### src/hdl/adc_port_pkg.sv
// constants, modes and timing for the converter output port block
// assumes one 250 MHz clock and a synchronous active-high reset
// Notes on behaviour
// - self-clocking words shift into two byte registers
// - ready flag rises when registers get new word
// - set ready flag locks out further register loading
// - new word loads only after acknowledge since update
// - rising decimated select sets the ready flag
// - read as one word or two selected bytes
// - decimation select rising marks word complete
// - opened lockout path accepts every update
// - external mode shifts at reader clock rate
// - data ready line shows word available
// - async word is two eleven-bit characters
// - baud divider divides by two to n
// - oscillator gives 19.2 down to 1.2 kHz
// - baud bit clock external or on-board divider
// - word ready drives clear-to-send line
// - decimation gates how often words are sent
// - word ready low only after previous shifted
// - decimation counts two to n plus one
// - word ready high clears count and select
// - self mode drives data and clock when selected
package adc_port_pkg;

  // ----------------------------------------
  // modes and widths
  // ----------------------------------------
  typedef enum logic [1:0] {MODE_SSC, MODE_SEC, MODE_AC} out_mode_t;
  typedef enum logic {ST_IDLE, ST_SHIFT} shift_state_t;

  localparam int WORD_W = 16;
  localparam int BYTE_W = 8;
  localparam int CHAR_BITS = 11;
  localparam int FRAME_BITS = 2 * CHAR_BITS;
  localparam logic [4:0] WORD_BITS_CNT = 5'h10;
  localparam logic [4:0] FRAME_BITS_CNT = 5'h16;
  localparam int DEC_SEL_MAX = 11;
  localparam int DEC_CNT_W = 13;
  localparam int BAUD_SEL_MIN = 8;
  localparam int BAUD_SEL_MAX = 12;
  localparam int OSC_CNT_W = 12;

  // ----------------------------------------
  // timing
  // ----------------------------------------
  localparam longint CLK_HZ = 250000000;
  localparam longint OSC_HZ = 4915200;
  localparam logic [31:0] OSC_STEP = 32'((OSC_HZ * 64'h1_0000_0000) / CLK_HZ);
  localparam int CLK_PERIOD_NS = 4;
  localparam int SCLK_HALF_NS = 40;
  localparam int SCLK_HALF_CYC = (SCLK_HALF_NS + CLK_PERIOD_NS - 1) / CLK_PERIOD_NS;

endpackage

### src/hdl/word_buffer.sv
// two-entry word buffer with valid/ready on both sides
// assumes the consumer may hold ready low for any time
`timescale 1ns/100ps
module word_buffer #(
  parameter int WIDTH = 16,
  parameter int DEPTH = 2
) (
  // clock and reset
  input wire logic mclk_i,
  input wire logic rst_i,
  // fill side
  input wire logic in_valid_i,
  output logic in_ready_o,
  input wire logic [WIDTH-1:0] in_data_i,
  // drain side
  output logic out_valid_o,
  input wire logic out_ready_i,
  output logic [WIDTH-1:0] out_data_o
);
  localparam int AW = $clog2(DEPTH);

  if (DEPTH < 2 || (DEPTH & (DEPTH - 1)) != 0) begin : g_chk
    $error("word_buffer depth must be a power of two of at least 2");
  end

  typedef struct packed {
    logic [DEPTH-1:0][WIDTH-1:0] mem;
    logic [AW-1:0] wr;
    logic [AW-1:0] rd;
    logic [AW:0] cnt;
  } buf_state_t;

  buf_state_t r_reg;
  buf_state_t r_next;
  logic push;
  logic pop;

  assign in_ready_o = (r_reg.cnt != (AW+1)'(DEPTH));
  assign out_valid_o = (r_reg.cnt != '0);
  assign out_data_o = r_reg.mem[r_reg.rd];
  assign push = in_valid_i && in_ready_o;
  assign pop = out_valid_o && out_ready_i;

  always_comb begin
    r_next = r_reg;
    if (push) begin
      r_next.mem[r_reg.wr] = in_data_i;
      r_next.wr = r_reg.wr + 1'b1;
    end
    if (pop) begin
      r_next.rd = r_reg.rd + 1'b1;
    end
    r_next.cnt = r_reg.cnt + (AW+1)'(push) - (AW+1)'(pop);
  end

  always_ff @(posedge mclk_i) begin
    if (rst_i) begin
      r_reg <= '0;
    end else begin
      r_reg <= r_next;
    end
  end
endmodule // word_buffer

### src/hdl/adc_output_port.sv
// converter serial output port with parallel capture, decimation and baud divider
// assumes all inputs synchronous to mclk_i; three-state pins resolved outside
`timescale 1ns/100ps
module adc_output_port
  import adc_port_pkg::*;
#(
  parameter int SCLK_HALF = SCLK_HALF_CYC,
  parameter int BUF_DEPTH = 2
) (
  // clock and reset
  input wire logic mclk_i,
  input wire logic rst_i,
  // converter words
  input wire logic word_valid_i,
  output logic word_accept_o,
  input wire logic [WORD_W-1:0] word_i,
  // configuration
  input wire out_mode_t mode_i,
  input wire logic dec_route_i,
  input wire logic [3:0] dec_sel_i,
  input wire logic baud_clock_route_i,
  input wire logic [3:0] baud_sel_i,
  input wire logic lockout_enable_i,
  input wire logic byte_mode_i,
  // remote reader
  input wire logic select_line_n_i,
  input wire logic serial_clock_in_i,
  input wire logic data_acknowledge_i,
  input wire logic byte_select_i,
  input wire logic par_read_n_i,
  // serial side
  output logic serial_data_pin_o,
  output logic serial_data_oe_n_o,
  output logic shift_clock_o,
  output logic shift_clock_oe_n_o,
  output logic word_ready_n_o,
  output logic data_ready_line_n_o,
  output logic cts_o,
  output logic decimated_chip_select_n_o,
  // parallel side
  output logic parallel_data_ready_o,
  output logic [WORD_W-1:0] par_data_o,
  output logic par_hi_oe_n_o,
  output logic par_lo_oe_n_o
);

  if (SCLK_HALF < 1 || SCLK_HALF > 255 || BUF_DEPTH < 2) begin : g_chk
    $error("adc_output_port parameters out of range");
  end

  // ----------------------------------------
  // state
  // ----------------------------------------
  typedef struct packed {
    shift_state_t st;
    logic [FRAME_BITS-1:0] shreg;
    logic [4:0] bits_left;
    logic [WORD_W-1:0] out_word;
    logic out_full;
    logic refresh;
    logic word_ready_n_n;
    logic word_ready_n_q;
    logic [DEC_CNT_W-1:0] dec_cnt;
    logic dec_en;
    logic cs_q;
    logic [7:0] tmr;
    logic sclk;
    logic ext_q;
    logic [31:0] osc_acc;
    logic [OSC_CNT_W-1:0] osc_cnt;
    logic cap_en;
    logic captured;
    logic parallel_data_ready;
    logic [BYTE_W-1:0] hi;
    logic [BYTE_W-1:0] lo;
    logic [WORD_W-1:0] par_data;
    logic sd_oe_n;
    logic sc_oe_n;
  } port_state_t;

  port_state_t r_reg;
  port_state_t r_next;
  logic buf_valid;
  logic buf_pop;
  logic [WORD_W-1:0] buf_data;
  logic eff_cs_n;
  logic start;

  function automatic logic [BYTE_W-1:0] rev8(input logic [BYTE_W-1:0] b);
    for (int i = 0; i < BYTE_W; i++) begin
      rev8[i] = b[BYTE_W-1-i];
    end
  endfunction

  function automatic logic [CHAR_BITS-1:0] uart_char(input logic [BYTE_W-1:0] b);
    uart_char = {1'b0, rev8(b), 2'b11};
  endfunction

  function automatic logic [DEC_CNT_W-1:0] dec_target(input logic [3:0] sel);
    logic [3:0] s;
    s = (sel > 4'(DEC_SEL_MAX)) ? 4'(DEC_SEL_MAX) : sel;
    dec_target = DEC_CNT_W'(2) << s;
  endfunction

  function automatic logic [OSC_CNT_W-1:0] baud_mask(input logic [3:0] sel);
    logic [3:0] s;
    s = sel;
    if (s < 4'(BAUD_SEL_MIN)) s = 4'(BAUD_SEL_MIN);
    if (s > 4'(BAUD_SEL_MAX)) s = 4'(BAUD_SEL_MAX);
    baud_mask = OSC_CNT_W'((13'h0001 << s) - 13'h0001);
  endfunction

  word_buffer #(.WIDTH(WORD_W), .DEPTH(BUF_DEPTH)) u_buf (
    .mclk_i(mclk_i),
    .rst_i(rst_i),
    .in_valid_i(word_valid_i),
    .in_ready_o(word_accept_o),
    .in_data_i(word_i),
    .out_valid_o(buf_valid),
    .out_ready_i(buf_pop),
    .out_data_o(buf_data)
  );

  // decimation counter or remote reader drives the select
  assign eff_cs_n = dec_route_i ? !r_reg.dec_en : select_line_n_i;
  assign start = (r_reg.st == ST_IDLE) && r_reg.out_full && !eff_cs_n;
  assign buf_pop = buf_valid && (r_reg.st == ST_IDLE) && !start;

  // ----------------------------------------
  // next state
  // ----------------------------------------
  always_comb begin
    logic osc_tick;
    logic baud_tick;
    logic bit_tick;
    logic cap;
    logic half;
    logic pdr_set;
    r_next = r_reg;
    osc_tick = 1'b0;
    baud_tick = 1'b0;
    bit_tick = 1'b0;
    cap = 1'b0;
    half = 1'b0;
    pdr_set = 1'b0;
    r_next.refresh = 1'b0;
    r_next.ext_q = serial_clock_in_i;
    r_next.cs_q = eff_cs_n;
    // oscillator enable and binary baud divider
    {osc_tick, r_next.osc_acc} = {1'b0, r_reg.osc_acc} + {1'b0, OSC_STEP};
    if (osc_tick) begin
      r_next.osc_cnt = r_reg.osc_cnt + 1'b1;
      baud_tick = ((r_reg.osc_cnt & baud_mask(baud_sel_i)) == baud_mask(baud_sel_i));
    end
    // self-clock timer, halves of one bit
    if (r_reg.st == ST_SHIFT && mode_i == MODE_SSC) begin
      if (r_reg.tmr == 8'(SCLK_HALF - 1)) begin
        r_next.tmr = 8'h00;
        half = 1'b1;
        r_next.sclk = !r_reg.sclk;
      end else begin
        r_next.tmr = r_reg.tmr + 8'h01;
      end
    end
    unique case (mode_i)
      MODE_SSC: begin
        bit_tick = half && r_reg.sclk;
        cap = half && !r_reg.sclk;
      end
      MODE_SEC: bit_tick = !serial_clock_in_i && r_reg.ext_q;
      MODE_AC: bit_tick = baud_clock_route_i ? baud_tick : (serial_clock_in_i && !r_reg.ext_q);
      default: bit_tick = 1'b0;
    endcase
    // shifter
    unique case (r_reg.st)
      ST_IDLE: begin
        if (start) begin
          r_next.st = ST_SHIFT;
          r_next.tmr = 8'h00;
          r_next.sclk = 1'b0;
          r_next.captured = 1'b0;
          r_next.cap_en = (mode_i == MODE_SSC) && !(r_reg.parallel_data_ready && lockout_enable_i);
          if (mode_i == MODE_AC) begin
            r_next.shreg = {uart_char(r_reg.out_word[15:8]), uart_char(r_reg.out_word[7:0])};
            r_next.bits_left = FRAME_BITS_CNT;
          end else begin
            r_next.shreg = {r_reg.out_word, 6'h00};
            r_next.bits_left = WORD_BITS_CNT;
          end
        end else if (buf_pop) begin
          r_next.out_word = buf_data;
          r_next.out_full = 1'b1;
          r_next.refresh = r_reg.out_full;
        end
      end
      ST_SHIFT: begin
        if (eff_cs_n) begin
          r_next.st = ST_IDLE;
        end else begin
          if (cap && r_reg.cap_en) begin
            {r_next.hi, r_next.lo} = {r_reg.hi[6:0], r_reg.lo, r_reg.shreg[FRAME_BITS-1]};
            if (r_reg.bits_left == 5'h01) r_next.captured = 1'b1;
          end
          if (bit_tick) begin
            r_next.shreg = {r_reg.shreg[FRAME_BITS-2:0], 1'b1};
            r_next.bits_left = r_reg.bits_left - 5'h01;
            if (r_reg.bits_left == 5'h01) begin
              r_next.st = ST_IDLE;
              r_next.out_full = 1'b0;
            end
          end
        end
      end
    endcase
    r_next.sd_oe_n = (r_next.st != ST_SHIFT);
    r_next.sc_oe_n = !((r_next.st == ST_SHIFT) && (mode_i == MODE_SSC));
    r_next.word_ready_n_n = !r_next.out_full || r_next.refresh;
    r_next.word_ready_n_q = r_reg.word_ready_n_n;
    // decimation counter
    if (!r_reg.word_ready_n_q && r_reg.word_ready_n_n && r_reg.dec_en) begin
      r_next.dec_cnt = '0;
      r_next.dec_en = 1'b0;
    end else if (r_reg.word_ready_n_q && !r_reg.word_ready_n_n && !r_reg.dec_en) begin
      r_next.dec_cnt = r_reg.dec_cnt + 1'b1;
      if (r_next.dec_cnt == dec_target(dec_sel_i)) r_next.dec_en = 1'b1;
    end
    // handshake flag, set wins over acknowledge
    pdr_set = eff_cs_n && !r_reg.cs_q && r_next.captured;
    if (pdr_set) begin
      r_next.parallel_data_ready = 1'b1;
      r_next.captured = 1'b0;
    end else if (data_acknowledge_i) begin
      r_next.parallel_data_ready = 1'b0;
    end
    if (byte_mode_i) begin
      r_next.par_data = {8'h00, byte_select_i ? r_next.hi : r_next.lo};
    end else begin
      r_next.par_data = {r_next.hi, r_next.lo};
    end
  end

  always_ff @(posedge mclk_i) begin
    if (rst_i) begin
      r_reg <= '0;
      r_reg.word_ready_n_n <= 1'b1;
      r_reg.word_ready_n_q <= 1'b1;
      r_reg.cs_q <= 1'b1;
      r_reg.sd_oe_n <= 1'b1;
      r_reg.sc_oe_n <= 1'b1;
      r_reg.shreg <= '1;
    end else begin
      r_reg <= r_next;
    end
  end

  // ----------------------------------------
  // outputs
  // ----------------------------------------
  assign serial_data_pin_o = r_reg.shreg[FRAME_BITS-1];
  assign serial_data_oe_n_o = r_reg.sd_oe_n;
  assign shift_clock_o = r_reg.sclk;
  assign shift_clock_oe_n_o = r_reg.sc_oe_n;
  assign word_ready_n_o = r_reg.word_ready_n_n;
  assign data_ready_line_n_o = r_reg.word_ready_n_n;
  assign cts_o = r_reg.word_ready_n_n;
  assign decimated_chip_select_n_o = eff_cs_n;
  assign parallel_data_ready_o = r_reg.parallel_data_ready;
  assign par_data_o = r_reg.par_data;
  assign par_hi_oe_n_o = par_read_n_i || byte_mode_i;
  assign par_lo_oe_n_o = par_read_n_i;
endmodule // adc_output_port

### config.mk
export PLATFORM = sky130hd
export DESIGN_NAME = adc_output_port
export DESIGN_NICKNAME = d
export VERILOG_FILES = /design/src/hdl/adc_port_pkg.sv /design/src/hdl/word_buffer.sv /design/src/hdl/adc_output_port.sv
export SDC_FILE = /design/constraint.sdc
export NUM_CORES = 1
export LEC_CHECK = 0
export BUFFER_PORTS_ARGS = -buffer_cell sky130_fd_sc_hd__buf_4
export CORE_MARGIN = 5
export CORE_UTILIZATION = 30
export DETAILED_ROUTE_END_ITERATION = 10
export RECOVER_POWER = 50
export SLEW_MARGIN = 10
export SYNTH_ARGS = -nofsm -noshare
export SYNTH_HDL_FRONTEND = slang
export SYNTH_SLANG_ARGS = --single-unit
### constraint.sdc
create_clock -name mclk_i -period 2.3 [get_ports mclk_i]
set_input_delay 0 -clock mclk_i [delete_from_list [all_inputs] [get_ports mclk_i]]
set_output_delay 0 -clock mclk_i [all_outputs]
set_load 0.02 [all_outputs]
==> results of run 1 <==
[worst reg2reg max path, cell delays in order, from the launching register on]
cell	delay, ns
dfxtp_2	0.34
nand4_1	0.19
a221oi_2	0.34
o21ai_2	0.13
buf_4	0.16
o311ai_4	0.28
nand2_4	0.14
clkbuf_16	0.20
a221o_1	0.34
[final cells by class]
class | count | area (µm²)
fillers | 3010 | 18000
multi-input cells | 720 | 4520
flip-flops and latches | 189 | 3790
repair buffers | 144 | 1100
well taps | 384 | 480
clock buffers | 17 | 425
clock inverters | 15 | 196
inverters | 17 | 63.8
[cell usage in the layout (no fill, tap or decap), types with 14 or more instances in the layout]
cell,count
nor2_1,140
dfxtp_1,183
clkbuf_1,30
buf_4,84
a21oi_1,83
nor2b_1,14
dlygate4sd3_1,23
xor2_1,43
inv_1,17
nand3_1,22
xnor2_1,26
nand2_1,133
o21ai_0,18
nor3_1,14
mux2i_1,51
a211oi_1,23
clkbuf_16,19
nand4_1,16
[worst max-delay path by stage]
| stage | end | slack (ns) | start | depth (start not counted) |
|---|---|---|---|---|
| global route | r_reg[147]$_SDFFE_PP1P_ | -0.05 | r_reg[69]$_SDFF_PP0_ | 9 |
| global placement | r_reg[148]$_SDFFE_PP1P_ | 0.006 | r_reg[72]$_SDFF_PP0_ | 9 |
| floorplan | u_buf.r_reg[1]$_SDFF_PP0_ | -0.05 | r_reg[92]$_SDFFE_PP0P_ | 10 |
| detailed placement | r_reg[143]$_SDFFE_PP1P_ | -0.02 | r_reg[71]$_SDFF_PP0_ | 8 |
| CTS | r_reg[134]$_SDFFE_PP1P_ | 0.04 | r_reg[72]$_SDFF_PP0_ | 9 |
| finish | r_reg[143]$_SDFFE_PP1P_ | 0.08 | r_reg[69]$_SDFF_PP0_ | 8 |
[through the flow]
step / utilization / setup TNS [ns] / hold slack, ns / setup WS, ns / cell area, µm²
CTS: 0.370 / 0 / 0.0529 / 0.0411 / 10600
global placement: 0.340 / 0 / 0.204 / 0.00618 / 9710
finish: 0.370 / 0 / 0.0708 / 0.0839 / 10600
floorplan: - / -0.0518 / 0.102 / -0.0518 / 8670
detailed placement: 0.340 / -0.0770 / 0.206 / -0.0194 / 9710
global route: 0.370 / -0.342 / 0.0839 / -0.0465 / 10600
[cell families (layout without fill, tap and decap cells)]
family / after synthesis / after routing / share of synthesized area
DFF: 189 / 189 / 0.438
and+or+nand+nor: 404 / 404 / 0.217
adders and majority gates: 9 / 9 / 0.0130
xor gates and xnor gates: 69 / 69 / 0.0699
muxes: 52 / 52 / 0.0607
buffers and inverters: 87 / 193 / 0.0514
AOI/OAI and AO/OA: 186 / 186 / 0.150
[per-layer routing]
layer,up-vias,GRT usage
li1,3635,-
met1,3234,0.160
met2,85,0.186
met3,11,0.0243
met4,0,0.0338
met5,-,0
[repair_timing]
item,4_1_cts,5_1_grt
hold buffers,23,0
setup endpoints to repair,10,35
setup buffers,0,1
cloned,0,2
pin swaps,0,5
gates resized for setup,1,24
hold endpoints to repair,45,0
[power by group]
| group | internal, mW | total, mW | leakage (nW) | switching [mW] |
|---|---|---|---|---|
| combinational | 0.902 | 1.98 | 2.02 | 1.08 |
| clock | 1.52 | 3.06 | 0.301 | 1.54 |
| sequential | 3.67 | 4.05 | 1.54 | 0.383 |
==> results.ini, run 1 <==
[status]
status = finished clean

[detailed_routing]
drt_iter0_drc = 287
drtPass1Iterations = 4
final_antenna_net_count = 0
route.met2.wl_um = 8790
routed_via_density = 4.69
dr_wl_met3_um = 537
drc = 0
vias = 6965
wl_per_cell_um = 12.9
wl_met1_um = 9600
dr.max_layer_used = met4
routed_wl_um = 19100

[critical_path]
crit_chain = nand4_1 > a221oi_2 > o21ai_2 > buf_4 > o311ai_4 > nand2_4 > clkbuf_16 > a221o_1
r2r_setup_slack_ns = 0.08
r2r-end = r_reg[143]$_SDFFE_PP1P_
critPathKind = reg -> reg
startpoint_type = flop
slowest_stage = dfxtp_2
slowest_delay_ns = 0.34
path_max_fanout = 10
rr_worst_depth = 8
worstPathRequired_ns = 2.63
path_buf_inv = 2
crit_arrival_ns = 2.54
crit_path_end_kind = flop
critPathTopFamily = compound AO/OA/AOI/OAI gates
r2r_start = r_reg[69]$_SDFF_PP0_

[flow_run]
drv_cap = 0

[layout]
n_antenna_cell = 0
layout.nets = 1136
largest_reg_flops = 131
syn2layout_area_growth_pct = 22.4
layout-drive-gt1-share = 0.154
final_cell_count_no_fill = 1486

[synthesis]
synthCells = 996
seq_area_frac_synth = 0.438
yosysMostFrequentCell = dfxtp_1
synthTopCellsByArea = dfxtp_1 (44%), nor2_1 (6.1%), mux2i_1 (5.9%)
yosysTopAreaCellShare = 0.438
async_flop_share = 0
synth.cell_area_um2 = 8640
ys.flop_type = dfxtp_1
yosys.area.top_type = dfxtp_1
synth.avg_cell_area_um2 = 8.67
synth-seq-cells = 189
synth_edf_count = 0
synth.distinct_cells = 64
synth_nets = 1043
synthTopCellsByCount = dfxtp_1 (189), nor2_1 (140), nand2_1 (133)
ys_warn_count = 0

[timing]
period_share = 0.964
finalHoldViolations = 0
rsz0062_at_grt = yes
fin_skew_ns = 0.0182
max_slew_margin = 0.0983
setup_violations = 0
worst_pin_slew_ns = 1.35
fmax_ghz = 0.451
layout_min_cycle_time_ns = 2.22
drv_slew = 0

[clocking]
clock_sinks = 189
root_buffer = clkbuf_16
cts_max_level = 4
cts_tree = yes
clk_pin_slew_worst_paths_ns = 0.08
tritoncts.num_buffers = 17
clock_path_buffers = 2
clkLatencyLatePin_ns = 0.44

[pwr]
vdd_drop_max_v = 0.000478
leakagePower_nw = 3.86
power_density_nw_per_um2 = 860
p_total_mw = 9.10

[min_path]
min_path_type = in -> reg
whs_path_depth = 6
worst_hold_path.endpoint = r_reg[92]$_SDFFE_PP0P_
min_from = dec_sel_i[2]

[die]
ios = 66
die_w_um = 180
coreArea_um2 = 28500
rows = 62
die_y_um = 180
dieArea_um2 = 32300
initial_utilization = 0.303

[global_route]
grt_max_degree = 122
antenna_found_initial = 0
grt_first_pass_wirelength_um = 32400
grt_pass1_vias = 6627
grt_usage = 0.117
gr-total-overflow = 0

[placed_design]
dp_hpwl_um = 13000
numPortBuffers = 65
gp_congestion = 0.783
placed_cells = 1428

Power figures use the tool's default switching activity.
==> run 2, diff against run 1 <==
--- a/config.mk
+++ b/config.mk
@@ -6,6 +6,7 @@
 export NUM_CORES = 1
 export LEC_CHECK = 0
 export BUFFER_PORTS_ARGS = -buffer_cell sky130_fd_sc_hd__buf_4
+export CORE_ASPECT_RATIO = 2
 export CORE_MARGIN = 5
 export CORE_UTILIZATION = 30
 export DETAILED_ROUTE_END_ITERATION = 10
==> run 2 against run 1 <==
Compared with the run above:
- largest cell class unchanged
- non-clock buffer count rose by 17
- final area rose by 2.9%
- combinational power rose by 10%
- clock-buffer cell count rose by 2
- flip-flop and latch count did not move
- critical path type unchanged
- die area rose by 0.64%
- power rose by 1.0%
- via count rose by 2.3%
- global-route usage fell by 0.23 points
- largest power group unchanged
- wire length fell by 1.0%
- worst setup slack got worse by 0.057 ns
==> results.ini, run 2 (same netlist as run 1, synthesis figures left out) <==
[status]
status = finished clean

[layout]
syn2layout_area_growth_pct = 26.0
fillers = 2930  ; -2.7%
final_cell_count_no_fill = 1478  ; -0.54%
n_antenna_cell = 0  ; unchanged
largest_reg_flops = 131  ; unchanged
utilization = 0.380  ; +0.00967
final_cell_mix = dfxtp_1 (184), nor2_1 (140), nand2_1 (133), buf_4 (97), a21oi_1 (83)
layout_commonest_cell = dfxtp_1
layout.nets = 1153  ; +1.5%
layout-drive-gt1-share = 0.168  ; +0.0139

[critical_path]
r2r-end = shift_clock_oe_n_o$_SDFF_PP1_
worstPathRequired_ns = 2.61  ; -0.02 ns
critPathKind = reg -> reg
crit_path_end_kind = flop
r2r_start = r_reg[49]$_SDFF_PP0_
path_max_fanout = 8  ; -2
r2r_setup_slack_ns = 0.03  ; -0.06 ns
startpoint_type = flop
startpoint = r_reg[49]$_SDFF_PP0_
rr_worst_depth = 9  ; +1
crit_arrival_ns = 2.58  ; +0.04 ns

[global_route]
grt_first_pass_wirelength_um = 31400  ; -3.1%
grt_usage = 0.114  ; -0.00234
grt_max_degree = 154  ; +26%
grt_pass1_vias = 6838  ; +3.2%
antenna_found_initial = 1  ; +1
gr-total-overflow = 0  ; unchanged

[detailed_routing]
routed_via_density = 4.82  ; +2.9%
wl_per_cell_um = 12.8  ; -0.47%
vias = 7125  ; +2.3%
drtPass1Iterations = 5  ; +1
final_antenna_net_count = 0  ; unchanged
drt_iter0_drc = 364  ; +27%
drc = 0  ; unchanged
routed_wl_um = 18900  ; -1.0%

[pwr]
power_density_nw_per_um2 = 845  ; -1.8%
vdd_drop_max_v = 0.000492  ; +3.1%
leakagePower_nw = 3.99  ; +3.3%

[min_path]
whs_path_depth = 4  ; -2
min_from = byte_select_i
min_path_type = in -> reg
worst_hold_path.endpoint = par_data_o[7]$_SDFF_PP0_

[timing]
whs_ns = 0.0621  ; -0.00869 ns
finalHoldViolations = 0  ; unchanged
drv_slew = 0  ; unchanged
fmax_ghz = 0.440  ; -2.5%
fin_skew_ns = 0.0126  ; -0.00559 ns
worst_pin_slew_ns = 1.02  ; -0.335 ns
rsz0062_at_grt = yes
setup_ws_ns = 0.0267  ; -0.0572 ns
layout_min_cycle_time_ns = 2.27  ; +0.0572 ns
setup_violations = 0  ; unchanged
setup_tns_ns = 0  ; unchanged
max_slew_margin = 0.322  ; +0.223
period_share = 0.988  ; +0.0249

[placed_design]
place_ws_ns = -0.101  ; -0.0812 ns
gp_congestion = 0.796  ; +1.6%
placed_cells = 1410  ; -1.3%
numPortBuffers = 65  ; unchanged
dp_hpwl_um = 12800  ; -1.9%

[flow_run]
drv_cap = 0  ; unchanged

[clocking]
clock_sinks = 189  ; unchanged
clkLatencyLatePin_ns = 0.43  ; about the same
tritoncts.num_buffers = 17  ; unchanged
cts_tree = yes
root_buffer = clkbuf_16
clock_path_buffers = 2  ; unchanged
clk_pin_slew_worst_paths_ns = 0.07  ; about the same
cts_max_level = 4  ; unchanged

[die]
initial_utilization = 0.302  ; -0.000847
rows = 88  ; +42%
coreArea_um2 = 28600  ; +0.28%
die_w_um = 130  ; -28%
die_y_um = 250  ; +39%
dieArea_um2 = 32500  ; +0.64%
ios = 66  ; unchanged

-- run 2: cell types whose count changed in the layout (fill, tap and decap cells not counted), sizes merged --
cell	previous run	this run
bufinv	0	3
buf	87	103
clkbuf	51	53
clkinv	4	3
clkinvlp	0	3
dlygate4sd3	23	24
inv	28	20
-- run 2: final cells by class --
type                       count  area [µm²]  area share
multi-input combinational    720        4710       0.433
sequential                   189        3790       0.348
timing repair buffer         161        1270       0.116
tap                          360         450      0.0414
clock buffer                  19         443      0.0407
clock inverter                12         160      0.0147
inverter                      17        63.8     0.00586
-- run 2: worst max-delay path by stage --
stage	end
2_1_floorplan	u_buf.r_reg[1]$_SDFF_PP0_
3_3_place_gp	shift_clock_oe_n_o$_SDFF_PP1_
3_5_place_dp	shift_clock_oe_n_o$_SDFF_PP1_
4_1_cts	shift_clock_oe_n_o$_SDFF_PP1_
5_1_grt	r_reg[141]$_SDFFE_PP1P_
6_report	shift_clock_oe_n_o$_SDFF_PP1_
-- run 2: timing repair --
| item | in CTS | in global routing |
|---|---|---|
| pin swaps | 3 | 19 |
| resized for setup | 1 | 46 |
| buffers inserted | 2 | 8 |
| gates cloned | 0 | 3 |
| hold buffers | 24 | 0 |
| setup endpoints to repair | 16 | 54 |
| hold endpoints to repair | 48 | 0 |
-- run 2: critical path, stage by stage, from the launching register on --
cell and delay [ns]:
dfxtp_1 0.31, ha_1 0.25, nor3_4 0.17, a31oi_2 0.16
o21ai_4 0.19, nor4_2 0.07, o21a_2 0.24, buf_4 0.17
a211o_1 0.28, or3_1 0.31
-- run 2: routing by layer --
metal	part of all wire	up-vias	track usage
met5	0.0011	-	0
met4	0.011	2	0.0339
met3	0.039	20	0.0227
met2	0.47	129	0.188
met1	0.48	3314	0.150
li1	-	3660	-
-- run 2: power by group --
group          switching [mW]  leakage, nW  internal (mW)  total (mW)
logic                    1.18         2.16          0.996        2.18
clock network            1.24        0.288           1.74        2.99
registers               0.352         1.54           3.67        4.03
-- run 2: metrics by stage --
stage / area, µm² / total power [mW]
2_1_floorplan: 8670 / 5.45
3_3_place_gp: 9730 / 5.99
3_5_place_dp: 9730 / 6.07
4_1_cts: 10600 / 9.13
5_1_grt: 10900 / 9.73
6_report: 10900 / 9.19
==> run 3, diff against run 2 <==
--- a/config.mk
+++ b/config.mk
@@ -9,6 +9,7 @@
 export CORE_ASPECT_RATIO = 2
 export CORE_MARGIN = 5
 export CORE_UTILIZATION = 30
+export CTS_BUF_LIST = sky130_fd_sc_hd__clkbuf_8
 export DETAILED_ROUTE_END_ITERATION = 10
 export RECOVER_POWER = 50
 export SLEW_MARGIN = 10
==> run 3 against run 2 <==
Compared with the run above:
- sequential share of layout area up 0.47 points
- power decreased by 7.7%
- die area unchanged
- worst setup slack improved by 0.0097 ns
- via count barely moved
- final cell count up 0.14%
- wire length is essentially flat
- clock power is 24% lower
- critical endpoint unchanged
==> results.ini, run 3 (same netlist as run 1, synthesis figures left out) <==
[global_route]
grt_pass1_vias = 6865  ; +0.39%
antenna_found_initial = 1  ; unchanged
grt_first_pass_wirelength_um = 31500  ; +0.29%
grt_max_degree = 154  ; unchanged
gr-total-overflow = 0  ; unchanged
grt_usage = 0.115  ; +0.000440

[critical_path]
rr_worst_depth = 9  ; unchanged
critPathKind = reg -> reg
cp-endpoint = shift_clock_oe_n_o$_SDFF_PP1_
startpoint = r_reg[49]$_SDFF_PP0_
r2r_setup_slack_ns = 0.04  ; about the same
r2r-end = shift_clock_oe_n_o$_SDFF_PP1_
worstPathRequired_ns = 2.64  ; +0.03 ns
crit_arrival_ns = 2.61  ; +0.03 ns
path_max_fanout = 8  ; unchanged
crit_path_end_kind = flop
r2r_start = r_reg[49]$_SDFF_PP0_
startpoint_type = flop

[layout]
final_cell_mix = dfxtp_1 (181), nor2_1 (140), nand2_1 (132), buf_4 (99), a21oi_1 (83)
layout.nets = 1155  ; +0.17%
fillers = 2948  ; +0.61%
finalInstanceArea_um2 = 10700  ; -1.2%
multi_input_area_um2 = 4730  ; +0.37%
layout_commonest_cell = dfxtp_1
syn2layout_area_growth_pct = 24.4
n_antenna_cell = 0  ; unchanged
regArea_um2 = 3790  ; about the same
layout-drive-gt1-share = 0.175  ; +0.00684
utilization = 0.375  ; -0.00468
final_cell_count_no_fill = 1480  ; +0.14%
largest_reg_flops = 131  ; unchanged

[pwr]
leakagePower_nw = 3.93  ; -1.5%
power_density_nw_per_um2 = 790  ; -6.5%
vdd_drop_max_v = 0.000438  ; -11%

[clocking]
clock_sinks = 189  ; unchanged
tritoncts.num_buffers = 17  ; unchanged
clk_pin_slew_worst_paths_ns = 0.09  ; +0.02 ns
clkLatencyLatePin_ns = 0.46  ; +0.03 ns
cts_max_level = 4  ; unchanged
clock_path_buffers = 2  ; unchanged
root_buffer = clkbuf_8
cts_tree = yes

[min_path]
min_from = dec_sel_i[2]
min_path_type = in -> reg

[timing]
fmax_ghz = 0.442  ; +0.43%
setup_violations = 0  ; unchanged
finalHoldViolations = 0  ; unchanged
whs_ns = 0.0398  ; -0.0223 ns
period_share = 0.984  ; -0.00420
max_slew_margin = 0.324  ; +0.00263
fin_skew_ns = 0.0125  ; -0.0000972 ns
drv_slew = 0  ; unchanged
worst_pin_slew_ns = 1.01  ; -0.00395 ns
rsz0062_at_grt = yes
layout_min_cycle_time_ns = 2.26  ; -0.00966 ns

[detailed_routing]
drc = 0  ; unchanged
routed_wl_um = 18900  ; about the same
vias = 7132  ; +0.098%
final_antenna_net_count = 0  ; unchanged
drt_iter0_drc = 380  ; +4.4%
wl_per_cell_um = 12.8  ; -0.19%
routed_via_density = 4.82  ; about the same
drtPass1Iterations = 5  ; unchanged

[placed_design]
dp_hpwl_um = 12800  ; unchanged
placed_cells = 1410  ; unchanged
numPortBuffers = 65  ; unchanged
dpl_cell_area_um2 = 9730  ; unchanged
gp_congestion = 0.796  ; unchanged

[die]
initial_utilization = 0.302  ; unchanged
die_w_um = 130  ; unchanged
dieArea_um2 = 32500  ; unchanged
coreArea_um2 = 28600  ; unchanged
die_y_um = 250  ; unchanged
ios = 66  ; unchanged
rows = 88  ; unchanged

[status]
status = finished clean

[flow_run]
drv_cap = 0  ; unchanged

run 3: cell count changes in the layout (fill, tap and decap cells not counted), moves of 2 or more:
cell and change:
clkbuf_8 +17, clkbuf_16 -17, dfxtp_1 -3, clkbuf_1 -3, buf_4 +2, dfxtp_2 +3
run 3: metrics by stage:
stage	TNS, ns	power, mW	setup WS, ns
2_1_floorplan	-0.0518	5.45	-0.0518
3_3_place_gp	-0.0140	5.99	-0.0140
3_5_place_dp	-0.315	6.07	-0.101
4_1_cts	0	8.39	0.00898
5_1_grt	-1.92	9.02	-0.104
6_report	0	8.49	0.0363
run 3: cell type report:
class	count	area share
clock buffers	18	0.0231
clock inverters	13	0.0153
inverters	17	0.00594
multi-input cells	720	0.440
flip-flops and latches	189	0.353
well taps	360	0.0419
repair buffers	163	0.121
run 3: layer usage:
metal / vias to the layer above / GRT usage / wire (µm)
li1: 3655 / - / -
met1: 3321 / 0.150 / 8940
met2: 128 / 0.189 / 8950
met3: 26 / 0.0214 / 720
met4: 2 / 0.0386 / 306
met5: - / 0 / 7
run 3: repair_timing:
action	in CTS	in global routing
gates resized for setup	2	54
endpoints found under the setup margin	17	52
gates cloned	0	3
pin swaps	4	22
endpoints found under the hold margin	56	0
hold buffers	25	0
setup buffers	2	9
run 3: worst max-delay path, stage by stage (launching register included):
cell	delay [ns]
dfxtp_1	0.32
ha_1	0.25
nor3_4	0.18
a31oi_4	0.12
o21ai_4	0.18
nor4_2	0.07
o21a_2	0.27
buf_6	0.15
a211o_1	0.31
or3_1	0.31
run 3: worst min path at each step:
stage | end | slack [ns] | cells past startpoint
global route | r_reg[92]$_SDFFE_PP0P_ | 0.05 | 5
CTS | r_reg[92]$_SDFFE_PP0P_ | 0.005 | 5
detailed placement | par_lo_oe_n_o | 0.21 | 2
floorplan | shift_clock_oe_n_o$_SDFF_PP1_ | 0.10 | 1
finish | r_reg[92]$_SDFFE_PP0P_ | 0.04 | 5
global placement | par_lo_oe_n_o | 0.21 | 2
run 3: report_power, final:
group | total (mW) | leakage, nW | internal (mW) | switching [mW]
Clock | 2.26 | 0.205 | 1.10 | 1.16
Combinational | 2.19 | 2.18 | 1.01 | 1.19
Sequential | 4.03 | 1.54 | 3.67 | 0.356
Total | 8.49 | 3.93 | 5.79 | 2.70
